$ cat src/rgt_pkg.sv
`default_nettype none
package rgt_pkg;
    // register indices; byte address is four times the index
    localparam logic [7:0]  RGT_IDX_LIVE_GAIN   = 8'h1D;
    localparam logic [7:0]  RGT_IDX_GAIN_CFG    = 8'h1E;
    localparam logic [7:0]  RGT_IDX_GAIN_STORE  = 8'h1F;
    localparam logic [7:0]  RGT_IDX_TX_SHAPE    = 8'h20;
    // reset values
    localparam logic [31:0] RGT_RST_GAIN_CFG    = 32'h0000_8803;
    localparam logic [31:0] RGT_RST_GAIN_STORE  = 32'h0000_0000;
    localparam logic [31:0] RGT_RST_TX_SHAPE    = 32'h0000_0000;
    // writable bit masks, reserved bits read zero
    localparam logic [31:0] RGT_MSK_GAIN_CFG    = 32'h0000_FFFB;
    localparam logic [31:0] RGT_MSK_GAIN_STORE  = 32'h000F_FFFF;
    localparam logic [31:0] RGT_MSK_TX_SHAPE    = 32'h07FF_FFFF;
    // gain loop config fields
    localparam int RGT_SETPOINT_LSB   = 14;
    localparam int RGT_PERIOD_LSB     = 4;
    localparam int RGT_SOURCE_BIT     = 3;
    localparam int RGT_LOAD_BIT       = 2;
    localparam int RGT_FIXSEL_BIT     = 1;
    localparam int RGT_CLOSED_BIT     = 0;
    // stored gain fields
    localparam int RGT_READER_LSB     = 10;
    localparam int RGT_CARD_LSB       = 0;
    // transmitter shaping fields
    localparam int RGT_DRV_SEL_BIT    = 26;
    localparam int RGT_CARD_AMP_LSB   = 24;
    localparam int RGT_OV_RESID_LSB   = 19;
    localparam int RGT_MAX_FORCE_BIT  = 18;
    localparam int RGT_RESID_LSB      = 13;
    localparam int RGT_BYPASS_BIT     = 12;
    localparam int RGT_SLEW_LSB       = 8;
    localparam int RGT_FALL_LSB       = 4;
    localparam int RGT_RISE_LSB       = 0;
    // gain range, card amplitude maximum and AHB-Lite nonsequential transfer code
    localparam logic [9:0]  RGT_GAIN_MIN        = 10'h000;
    localparam logic [9:0]  RGT_GAIN_MAX        = 10'h3FF;
    localparam logic [1:0]  RGT_AMP_MAX         = 2'h3;
    localparam logic [1:0]  RGT_HTRANS_NONSEQ   = 2'h2;
endpackage
`default_nettype wire

$ cat src/rgt_regs.sv
// Functional notes
// gain loop steps once every update_period+1 carrier ticks.
// software never programs update period below 4.
// setpoint select 00/01/10 drive reference; resets to 10b.
// source select 0 picks card value, 1 picks reader value.
// writing load bit copies selected stored gain to divider; self clears.
// fixed mode: select 0 follows stored value, 1 keeps frozen divider; the select is not decoded, divider changes only on a load.
// changing fixed select alone never reloads the divider.
// closed loop enable 0 holds divider, 1 runs loop; resets 1.
// stored gains: reader at 19:10, card at 9:0, reset zero.
// bit 26 picks both drivers (0) or single driver (1).
// bits 25:24 set card mode carrier amplitude.
// bits 23:19 give residual level during overshoot prevention.
// bit 18 forces maximum card carrier, overriding amplitude field.
// residual field 0 is full carrier, 1F is none.
// bypass bit skips shaping and ignores rising time constant.
// slew field applies to both edges, 0 slowest, F fastest.
// edge time constants apply only in single pump mode.
// live gain reads 0 most sensitive up to 3FF most robust.
// residual fields swap roles at 424 and 848 kbit/s.
// reserved bits read zero, writes to them ignored.
//
// Register access over AHB-Lite was decided locally.
`timescale 1ns/100ps
`default_nettype none
module rgt_regs (
    input  wire logic        hclk,
    input  wire logic        hresetn,
    input  wire logic        hsel,
    input  wire logic [31:0] haddr,
    input  wire logic [1:0]  htrans,
    input  wire logic        hwrite,
    input  wire logic [2:0]  hsize,
    input  wire logic [31:0] hwdata,
    input  wire logic        hready,
    output logic             hreadyout,
    output logic             hresp,
    output logic [31:0]      hrdata,
    input  wire logic        carrier_tick,
    input  wire logic        level_above_pin,
    input  wire logic        high_rate,
    input  wire logic        single_pump_mode,
    output logic [9:0]       rx_divider,
    output logic [1:0]       gain_setpoint_select,
    output logic             load_mod_driver_select,
    output logic [1:0]       card_carrier_amplitude,
    output logic             card_carrier_max_force,
    output logic [4:0]       normal_residual_level,
    output logic [4:0]       overshoot_residual_level,
    output logic             shaping_bypass,
    output logic [3:0]       shunt_slew_rate,
    output logic [3:0]       fall_edge_time_const,
    output logic [3:0]       rise_edge_time_const
);
    // ------------------------------------------------------------
    // ahb-lite slave
    // ------------------------------------------------------------
    logic        wr_pend;
    logic        rd_pend;
    logic [7:0]  ph_idx;
    logic        ph_ok;
    logic [31:0] gain_cfg;
    logic [31:0] gain_store;
    logic [31:0] tx_shape;
    logic        gain_load_strobe;
    logic [31:0] next_rdata;

    wire       take    = hsel && hready && (htrans == rgt_pkg::RGT_HTRANS_NONSEQ);
    wire [7:0] a_idx   = haddr[9:2];
    wire       a_ok    = (haddr[31:10] == 22'h0) && (haddr[1:0] == 2'h0);
    wire       wr_cfg  = wr_pend && ph_ok && (ph_idx == rgt_pkg::RGT_IDX_GAIN_CFG);
    wire       wr_st   = wr_pend && ph_ok && (ph_idx == rgt_pkg::RGT_IDX_GAIN_STORE);
    wire       wr_tx   = wr_pend && ph_ok && (ph_idx == rgt_pkg::RGT_IDX_TX_SHAPE);

    always_ff @(posedge hclk or negedge hresetn) begin
        if (!hresetn) begin
            wr_pend <= 1'b0;
            rd_pend <= 1'b0;
        end else if (rd_pend) begin
            // read wait state done; data now stands in hrdata
            rd_pend <= 1'b0;
        end else begin
            wr_pend <= take && hwrite;
            rd_pend <= take && !hwrite;
        end
    end

    // address kept from the accepted phase only; idle cycles leave it alone
    always_ff @(posedge hclk or negedge hresetn) begin
        if (!hresetn) begin
            ph_idx <= 8'h00;
            ph_ok  <= 1'b0;
        end else if (take) begin
            ph_idx <= a_idx;
            ph_ok  <= a_ok;
        end
    end

    // one wait state on reads so the data reflects any write just before
    always_ff @(posedge hclk or negedge hresetn) begin
        if (!hresetn) begin
            hreadyout <= 1'b1;
        end else begin
            hreadyout <= !(take && !hwrite && !rd_pend);
        end
    end

    // no error cases: unmapped space reads zero and drops writes
    always_ff @(posedge hclk or negedge hresetn) begin
        if (!hresetn) begin
            hresp <= 1'b0;
        end else begin
            hresp <= 1'b0;
        end
    end

    // ------------------------------------------------------------
    // read data
    // ------------------------------------------------------------
    always_comb begin
        next_rdata = 32'h0000_0000;
        if (!ph_ok) begin
            next_rdata = 32'h0000_0000;
        end else if (ph_idx == rgt_pkg::RGT_IDX_GAIN_CFG) begin
            next_rdata = gain_cfg & rgt_pkg::RGT_MSK_GAIN_CFG;
        end else if (ph_idx == rgt_pkg::RGT_IDX_GAIN_STORE) begin
            next_rdata = gain_store & rgt_pkg::RGT_MSK_GAIN_STORE;
        end else if (ph_idx == rgt_pkg::RGT_IDX_TX_SHAPE) begin
            next_rdata = tx_shape & rgt_pkg::RGT_MSK_TX_SHAPE;
        end else if (ph_idx == rgt_pkg::RGT_IDX_LIVE_GAIN) begin
            next_rdata = {22'h0, rx_divider};
        end
    end

    always_ff @(posedge hclk or negedge hresetn) begin
        if (!hresetn) begin
            hrdata <= 32'h0000_0000;
        end else if (rd_pend) begin
            hrdata <= next_rdata;
        end
    end

    // ------------------------------------------------------------
    // registers
    // ------------------------------------------------------------
    always_ff @(posedge hclk or negedge hresetn) begin
        if (!hresetn) begin
            gain_cfg <= rgt_pkg::RGT_RST_GAIN_CFG;
        end else if (wr_cfg) begin
            gain_cfg <= hwdata & rgt_pkg::RGT_MSK_GAIN_CFG;
        end
    end

    always_ff @(posedge hclk or negedge hresetn) begin
        if (!hresetn) begin
            gain_store <= rgt_pkg::RGT_RST_GAIN_STORE;
        end else if (wr_st) begin
            gain_store <= hwdata & rgt_pkg::RGT_MSK_GAIN_STORE;
        end
    end

    always_ff @(posedge hclk or negedge hresetn) begin
        if (!hresetn) begin
            tx_shape <= rgt_pkg::RGT_RST_TX_SHAPE;
        end else if (wr_tx) begin
            tx_shape <= hwdata & rgt_pkg::RGT_MSK_TX_SHAPE;
        end
    end

    // load bit is never stored, so it reads back zero
    always_ff @(posedge hclk or negedge hresetn) begin
        if (!hresetn) begin
            gain_load_strobe <= 1'b0;
        end else begin
            gain_load_strobe <= wr_cfg && hwdata[rgt_pkg::RGT_LOAD_BIT];
        end
    end

    // ------------------------------------------------------------
    // gain loop
    // ------------------------------------------------------------
    logic [2:0] above_sync;
    logic       level_above;
    logic [9:0] tick_count;
    logic       update_due;

    wire [9:0] update_period = gain_cfg[rgt_pkg::RGT_PERIOD_LSB +: 10];
    wire       closed_loop_enable = gain_cfg[rgt_pkg::RGT_CLOSED_BIT];
    wire       gain_source_select = gain_cfg[rgt_pkg::RGT_SOURCE_BIT];
    wire [9:0] reader_static_gain = gain_store[rgt_pkg::RGT_READER_LSB +: 10];
    wire [9:0] card_static_gain   = gain_store[rgt_pkg::RGT_CARD_LSB +: 10];
    wire [9:0] selected_gain = gain_source_select ? reader_static_gain
                                                  : card_static_gain;
    wire       period_done = (tick_count >= update_period);

    // pin is asynchronous to hclk; three stages guard against metastability
    always_ff @(posedge hclk or negedge hresetn) begin
        if (!hresetn) begin
            above_sync <= 3'h0;
        end else begin
            above_sync <= {above_sync[1:0], level_above_pin};
        end
    end

    // change taken only once stages two and three agree
    always_ff @(posedge hclk or negedge hresetn) begin
        if (!hresetn) begin
            level_above <= 1'b0;
        end else if (above_sync[1] == above_sync[2]) begin
            level_above <= above_sync[2];
        end
    end

    // values below 4 are not guarded; software keeps them out
    always_ff @(posedge hclk or negedge hresetn) begin
        if (!hresetn) begin
            tick_count <= 10'h000;
        end else if (!closed_loop_enable) begin
            tick_count <= 10'h000;
        end else if (carrier_tick) begin
            tick_count <= period_done ? 10'h000 : tick_count + 10'h001;
        end
    end

    // one-cycle pulse; the divider moves on the cycle after
    always_ff @(posedge hclk or negedge hresetn) begin
        if (!hresetn) begin
            update_due <= 1'b0;
        end else begin
            update_due <= closed_loop_enable && carrier_tick && period_done;
        end
    end

    // fixed mode holds the divider; the fixed select is never read, so in
    // either setting the divider takes the stored value only on a load
    always_ff @(posedge hclk or negedge hresetn) begin
        if (!hresetn) begin
            rx_divider <= rgt_pkg::RGT_GAIN_MIN;
        end else if (gain_load_strobe) begin
            rx_divider <= selected_gain;
        end else if (closed_loop_enable && update_due) begin
            if (level_above && rx_divider != rgt_pkg::RGT_GAIN_MAX) begin
                rx_divider <= rx_divider + 10'h001;
            end else if (!level_above && rx_divider != rgt_pkg::RGT_GAIN_MIN) begin
                rx_divider <= rx_divider - 10'h001;
            end
        end
    end

    // ------------------------------------------------------------
    // analog control outputs
    // ------------------------------------------------------------
    wire [4:0] resid     = tx_shape[rgt_pkg::RGT_RESID_LSB +: 5];
    wire [4:0] ov_resid  = tx_shape[rgt_pkg::RGT_OV_RESID_LSB +: 5];
    wire       bypass    = tx_shape[rgt_pkg::RGT_BYPASS_BIT];
    wire       max_force = tx_shape[rgt_pkg::RGT_MAX_FORCE_BIT];

    always_ff @(posedge hclk or negedge hresetn) begin
        if (!hresetn) begin
            gain_setpoint_select <= rgt_pkg::RGT_RST_GAIN_CFG[rgt_pkg::RGT_SETPOINT_LSB +: 2];
        end else begin
            gain_setpoint_select <= gain_cfg[rgt_pkg::RGT_SETPOINT_LSB +: 2];
        end
    end

    // max force wins over the amplitude field
    always_ff @(posedge hclk or negedge hresetn) begin
        if (!hresetn) begin
            load_mod_driver_select <= 1'b0;
            card_carrier_amplitude <= 2'h0;
            card_carrier_max_force <= 1'b0;
        end else begin
            load_mod_driver_select <= tx_shape[rgt_pkg::RGT_DRV_SEL_BIT];
            card_carrier_amplitude <= max_force ? rgt_pkg::RGT_AMP_MAX
                                      : tx_shape[rgt_pkg::RGT_CARD_AMP_LSB +: 2];
            card_carrier_max_force <= max_force;
        end
    end

    // the two residual fields trade places at the two fast rates
    always_ff @(posedge hclk or negedge hresetn) begin
        if (!hresetn) begin
            normal_residual_level    <= 5'h00;
            overshoot_residual_level <= 5'h00;
        end else begin
            normal_residual_level    <= high_rate ? ov_resid : resid;
            overshoot_residual_level <= high_rate ? resid : ov_resid;
        end
    end

    always_ff @(posedge hclk or negedge hresetn) begin
        if (!hresetn) begin
            shaping_bypass       <= 1'b0;
            shunt_slew_rate      <= 4'h0;
            fall_edge_time_const <= 4'h0;
            rise_edge_time_const <= 4'h0;
        end else begin
            shaping_bypass       <= bypass;
            shunt_slew_rate      <= tx_shape[rgt_pkg::RGT_SLEW_LSB +: 4];
            // zero means no shaping applied in the analog block
            fall_edge_time_const <= single_pump_mode
                                    ? tx_shape[rgt_pkg::RGT_FALL_LSB +: 4] : 4'h0;
            rise_edge_time_const <= (single_pump_mode && !bypass)
                                    ? tx_shape[rgt_pkg::RGT_RISE_LSB +: 4] : 4'h0;
        end
    end
endmodule // rgt_regs
`default_nettype wire

$ cat config.mk
export PLATFORM = sky130hd
export DESIGN_NAME = rgt_regs
export DESIGN_NICKNAME = d
export VERILOG_FILES = /design/src/rgt_pkg.sv /design/src/rgt_regs.sv
export SDC_FILE = /design/constraint.sdc
export NUM_CORES = 1
export LEC_CHECK = 0
export BUFFER_PORTS_ARGS = -buffer_cell sky130_fd_sc_hd__buf_2
export CAP_MARGIN = 15
export CORE_MARGIN = 2
export CORE_UTILIZATION = 55
export DETAILED_ROUTE_END_ITERATION = 7
export PLACE_DENSITY = 0.8
export REMOVE_ABC_BUFFERS = 1
export SYNTH_ARGS = -nofsm -noshare
export SYNTH_HDL_FRONTEND = slang
export SYNTH_SLANG_ARGS = --single-unit
$ cat constraint.sdc
create_clock -name hclk -period 6.3 [get_ports hclk]
set_input_delay 0.63 -clock hclk [delete_from_list [all_inputs] [get_ports hclk]]
set_output_delay 0.63 -clock hclk [all_outputs]
set_load 0.05 [all_outputs]
# Word-level counts from Yosys, hierarchy flattened
# Index checks and enable logic that the tools add are counted.
# word_totals
regBits	161
in_bits	78
output_inout_bits	73
elab_cells	84
# op_classes
n_addsub	3
n_lt_le_gt_ge	1
n_eq_ne	8
n_mux	19
reduce_logical	28
# ops
operator	count
2-to-1 mux 32 bit	3
2-to-1 mux 10 bit	9
2-to-1 mux 27 bit	1
equality test 8 x 5 -> 1 bit (second input constant)	3
logical NOT 22 bit	1
adder 10 x 1 -> 10 bit (second input constant)	2
logical AND 1 bit	17
greater-or-equal comparator 10 bit	1
2-to-1 mux 5 bit	2
!= test 10 bit (second input constant)	1
nonzero test 10 bit	1
subtractor 10 x 1 -> 10 bit (second input constant)	1
equality test 8 x 6 -> 1 bit (second input constant)	1
2-to-1 mux 4 bit	2
logical NOT 1 bit	5
nonzero test 3 bit	1
equality test 2 bit (second input constant)	1
logical NOT 2 bit	1
2-to-1 mux 2 bit	1
!= test 2 bit (second input constant)	1
AND reduction 2 bit	1
nonzero test 2 bit	1
equality test 1 bit	1
2-to-1 mux 1 bit	1

# Longest topological paths before layout
# depth
ltp_word	6
mapped_depth	12
mapped_depth_nobuf	11

# Least setup slack after synthesis
# OpenSTA, ideal clock, no wires.
# synth_timing
path_kind	reg2reg
start	register rx_divider[0]
end	register rx_divider[6]
setup_time_ns	0.125
arrival_ns	2.847
path_slack_ns	3.329
path_stages_with_launch	13
path_buffers	1
period_less_slack_ns	2.971
cell_sequence	dfrtp_1 > buf_2 > nand4_1 > or3_1 > nand2_1 > inv_1 > fa_1 > nor2b_1 > o21ai_0 > a21oi_1 > o21a_1 > o31ai_1 > mux2_2
# synth_via
elab_chain_cells	5
# synth_lines
element	line	rtl
start: declaration	rgt_regs.sv:43	output logic [9:0] rx_divider,
start signal: assignment	rgt_regs.sv:238	rx_divider <= rgt_pkg::RGT_GAIN_MIN;
start signal: assignment	rgt_regs.sv:240	rx_divider <= selected_gain;
start signal: assignment	rgt_regs.sv:243	rx_divider <= rx_divider + 10'h001;
subtractor 10 x 1 -> 10 bit / != test 10 bit (equally long branches)	rgt_regs.sv:245, rgt_regs.sv:242	
2-to-1 mux 10 bit / logical AND 1 bit (equally long branches)	rgt_regs.sv:244, rgt_regs.sv:242	
2-to-1 mux 10 bit	rgt_regs.sv:242	if (level_above && rx_divider != rgt_pkg::RGT_GAIN_MAX) begin
2-to-1 mux 10 bit	rgt_regs.sv:241	end else if (closed_loop_enable && update_due) begin
2-to-1 mux 10 bit	rgt_regs.sv:239	end else if (gain_load_strobe) begin
# Several ways; a longest one is shown, not always the timed one. The select of a mux whose other input is x is not followed.
# A chain may end at the register's enable or synchronous reset.

# Worst setup path after layout
# layout_timing
start	register ph_idx[5]
end	register gain_store[19]
# layout_via
elab_chain_cells	2
# layout_lines
element	line	rtl
start: declaration	rgt_regs.sv:60	logic [7:0] ph_idx;
start signal: assignment	rgt_regs.sv:94	ph_idx <= a_idx;
equality test 8 x 5 -> 1 bit	rgt_regs.sv:72	wire wr_st = wr_pend && ph_ok && (ph_idx == rgt_pkg::RGT_IDX_GAIN_STORE);
logical AND 1 bit	rgt_regs.sv:72	
end signal: assignment	rgt_regs.sv:156	gain_store <= rgt_pkg::RGT_RST_GAIN_STORE;
end signal: assignment	rgt_regs.sv:158	gain_store <= hwdata & rgt_pkg::RGT_MSK_GAIN_STORE;
end: declaration	rgt_regs.sv:63	logic [31:0] gain_store;
# Every way passes these cells.

==> impl_results.md <==
* Post-CTS Setup Bufs at 0
* Syn avg cell area at 11.9 sq um
* Clock Skews at 7.04 ps
* WL final at 17,600 um
* Die Height at 118 um
* Crit. End Element: flip-flop
* WP data required at 6620 ps
* Post-synth EDFFs at 0
* Hpwl dp at between 10,000 and 15,000 um
* Worst-path fanout max at 20
* GR Overflow Total at 0
* Core area at 12,700 sq um
* Clock tree root driver cell: clkbuf_16
* Met1 Usage GRT at 33.4%
* LEAKAGE at 4.21 nW
* Worst slew pin tran at 1180 ps
* Die W at between 100 and 150 um
* Drt initial violations at 375
* Max clock buf depth at 2
* Commonest non-fill, non-tap cells in the layout: 150 x dfrtp_1, 135 x buf_2, 57 x mux2_2, 52 x nand2_1, 41 x o21ai_0
* Clock latency on the worst-skew pair at 440 ps
* Critical Path AT at 3500 ps
* Nets at 830
* Vias per cell at 5.68
* Max-cap check violation count at 0
* Met3 Track Usage GR at 5.57%
* Post-Syn Area at 7140 sq um
* Final hold violation count at 0
* Post-CTS sizing at 0
* Drc violations at 0
* GRT met2 Usage at 44.4%
* Post-Synthesis Cells at 601
* Layout cells sized above 1 at 34.6%
* Final WS setup at around 3100 ps
* Yosys reg bits at 156
* Rows at 41
* Critical path class: flip-flop to flip-flop
* Initial Util at 56.4%
* Final setup TNS at 0 ps
* IO Pins at 151
* H-tree level count at 4
* Pre-CTS setup slack at between 3000 and 4000 ps
* Clock-pin slew on the worst setup and hold paths at 60 ps
* Ys async rst share at between 90% and 100%
* GPL Wtd Cong at 0.825
* Setup violations, final at 0
* Hold WS at approximately 190 ps
* # placed instances at 884
* CTS Buf Count at 17
* Vias at 5,212
* Minimum clock period at 3190 ps
* Buffers on Ports at 136
* Avg WL per Cell at 19.2 um
* Largest net degree at the start of global routing at 87
* Initial antenna violation count at 0
* Worst Hold Class: primary input to async pin
* Tcrit/Tclk final at 50.6%
* Crit start category: flip-flop
* DRT antenna net count at 0
* Status: finished clean
* TritonCTS clock tree: done
* Area delta synth->final at 19.5%
* P per Cell Area at between 200 and 300 nW/um^2
* # hold bufs at CTS at 0
* Sequential area share after synthesis at 54.8%
* Syn. warnings at 0
* Relative slew slack at 21.5%
* CTS Sinks at 156
* Max VDD drop at 0.173 mV
* Peak Freq at ~0.31 GHz
* Unrepaired setup endpoints after global routing: no
* Die area at 13,900 sq um
* Layer with the highest usage: met2
* Ys flop type: dfrtp_1
* Drt pass-1 iters at 5
* Final Non-Filler Cells at 917
* Diodes inserted at 0
* Max-slew violations at 0
* Global-route wire length before repair at about 28,000 um
* Most common cell after layout, fill and taps aside: dfrtp_1
* Yosys cell types at between 50 and 60
* Vias in the first global route at 5,322
* Gr usage total at between 20% and 30%
==> area by class of cell <==
cell class | count | area, sq um
clock buffers | 22 | 464
clock inverters | 10 | 164
fillers | 986 | 4130
inverters | 40 | 150
multi-input cells | 377 | 2900
flip-flops and latches | 156 | 3910
well taps | 172 | 215
repair buffers | 140 | 737
==> state kept, by name (all words and copies together) (netlist names), 2 cells and up <==
name	cells
rise_edge_time_const	4
tx_shape	27
ph_idx	8
tick_count	10
above_sync	3
shunt_slew_rate	4
rx_divider	10
overshoot_residual_level	5
normal_residual_level	5
gain_cfg	15
fall_edge_time_const	4
gain_setpoint_select	2
hrdata	27
gain_store	20
card_carrier_amplitude	2
==> cells in the mapped netlist, drive strengths merged, types with 5 or more instances <==
cell,count,area [sq um]
dfrtp,150,3750
mux2,77,942
nand2,52,195
o21ai,42,214
inv,40,150
buf,24,170
a21oi,19,98.9
ha,19,238
o22ai,16,100
and2,12,75.1
nand2b,10,62.6
nor4,10,62.6
clkbuf,9,35.0
and3,8,50.1
mux2i,8,80.1
nor2,8,30.0
nor2b,8,50.1
a221oi,7,61.3
a31oi,7,43.8
xnor2,7,61.3
a221o,6,60.1
a222oi,6,60.1
dfstp,6,158
nor3,5,30.0
==> path summary, 6_finish.rpt <==
check / from / slack, ps / cells after the start / end
max in group asynchronous: hresetn / 4800 / 3 / gain_cfg[15]
min in group hclk: level_above_pin / 310 / 1 / above_sync[0]
worst min register to register: above_sync[0] / 340 / 0 / above_sync[1]
worst max-delay path: ph_idx[5] / 3110 / 5 / gain_store[19]
worst min-delay path: hresetn / 190 / 1 / wr_pend
worst max register to register: ph_idx[5] / 3110 / 5 / gain_store[19]
==> logic make-up (layout without fill, tap and decap cells) <==
family / after synthesis / in the layout / share of synthesized area, %
AO/OA/AOI/OAI: 127 / 127 / 11.6
XOR/XNOR: 8 / 8 / 0.981
adder cells (fa/ha/maj): 21 / 21 / 3.75
buffers and inverters: 73 / 212 / 4.97
flip-flops: 156 / 156 / 54.8
multiplexers: 85 / 85 / 14.3
other: 1 / 6 / 0.0525
AND/OR/NAND/NOR: 130 / 130 / 9.55
==> where the power goes <==
| group | switching (mW) | internal (mW) | leakage, nW |
|---|---|---|---|
| combinational | 0.108 | 0.0651 | 1.93 |
| sequential | 0.0247 | 1.03 | 1.98 |
| clock | 0.409 | 0.684 | 0.304 |
| total | 0.542 | 1.78 | 4.21 |
==> worst max-delay path: stages, from the launching register on <==
cell	delay (ps)
dfrtp_1	380
nand4b_1	180
nor3_2	220
and3_1	780
and3_1	1060
mux2_2	430
==> stage by stage <==
step                      utilization, %  instance area, sq um  power, mW
after floorplan                        -                  6960       1.17
after global placement              62.2                  7880       1.24
after detailed placement            62.2                  7880       1.25
after CTS                           67.2                  8510       2.33
after global routing                67.4                  8540       2.39
final                               67.4                  8540       2.33
==> metal layers <==
metal,part of all wire [%],up-vias
li1,-,2408
met1,43,2635
met2,51,141
met3,4.2,28
met4,1.8,0
met5,0,-
No activity file was read; power rests on OpenSTA's default activity.
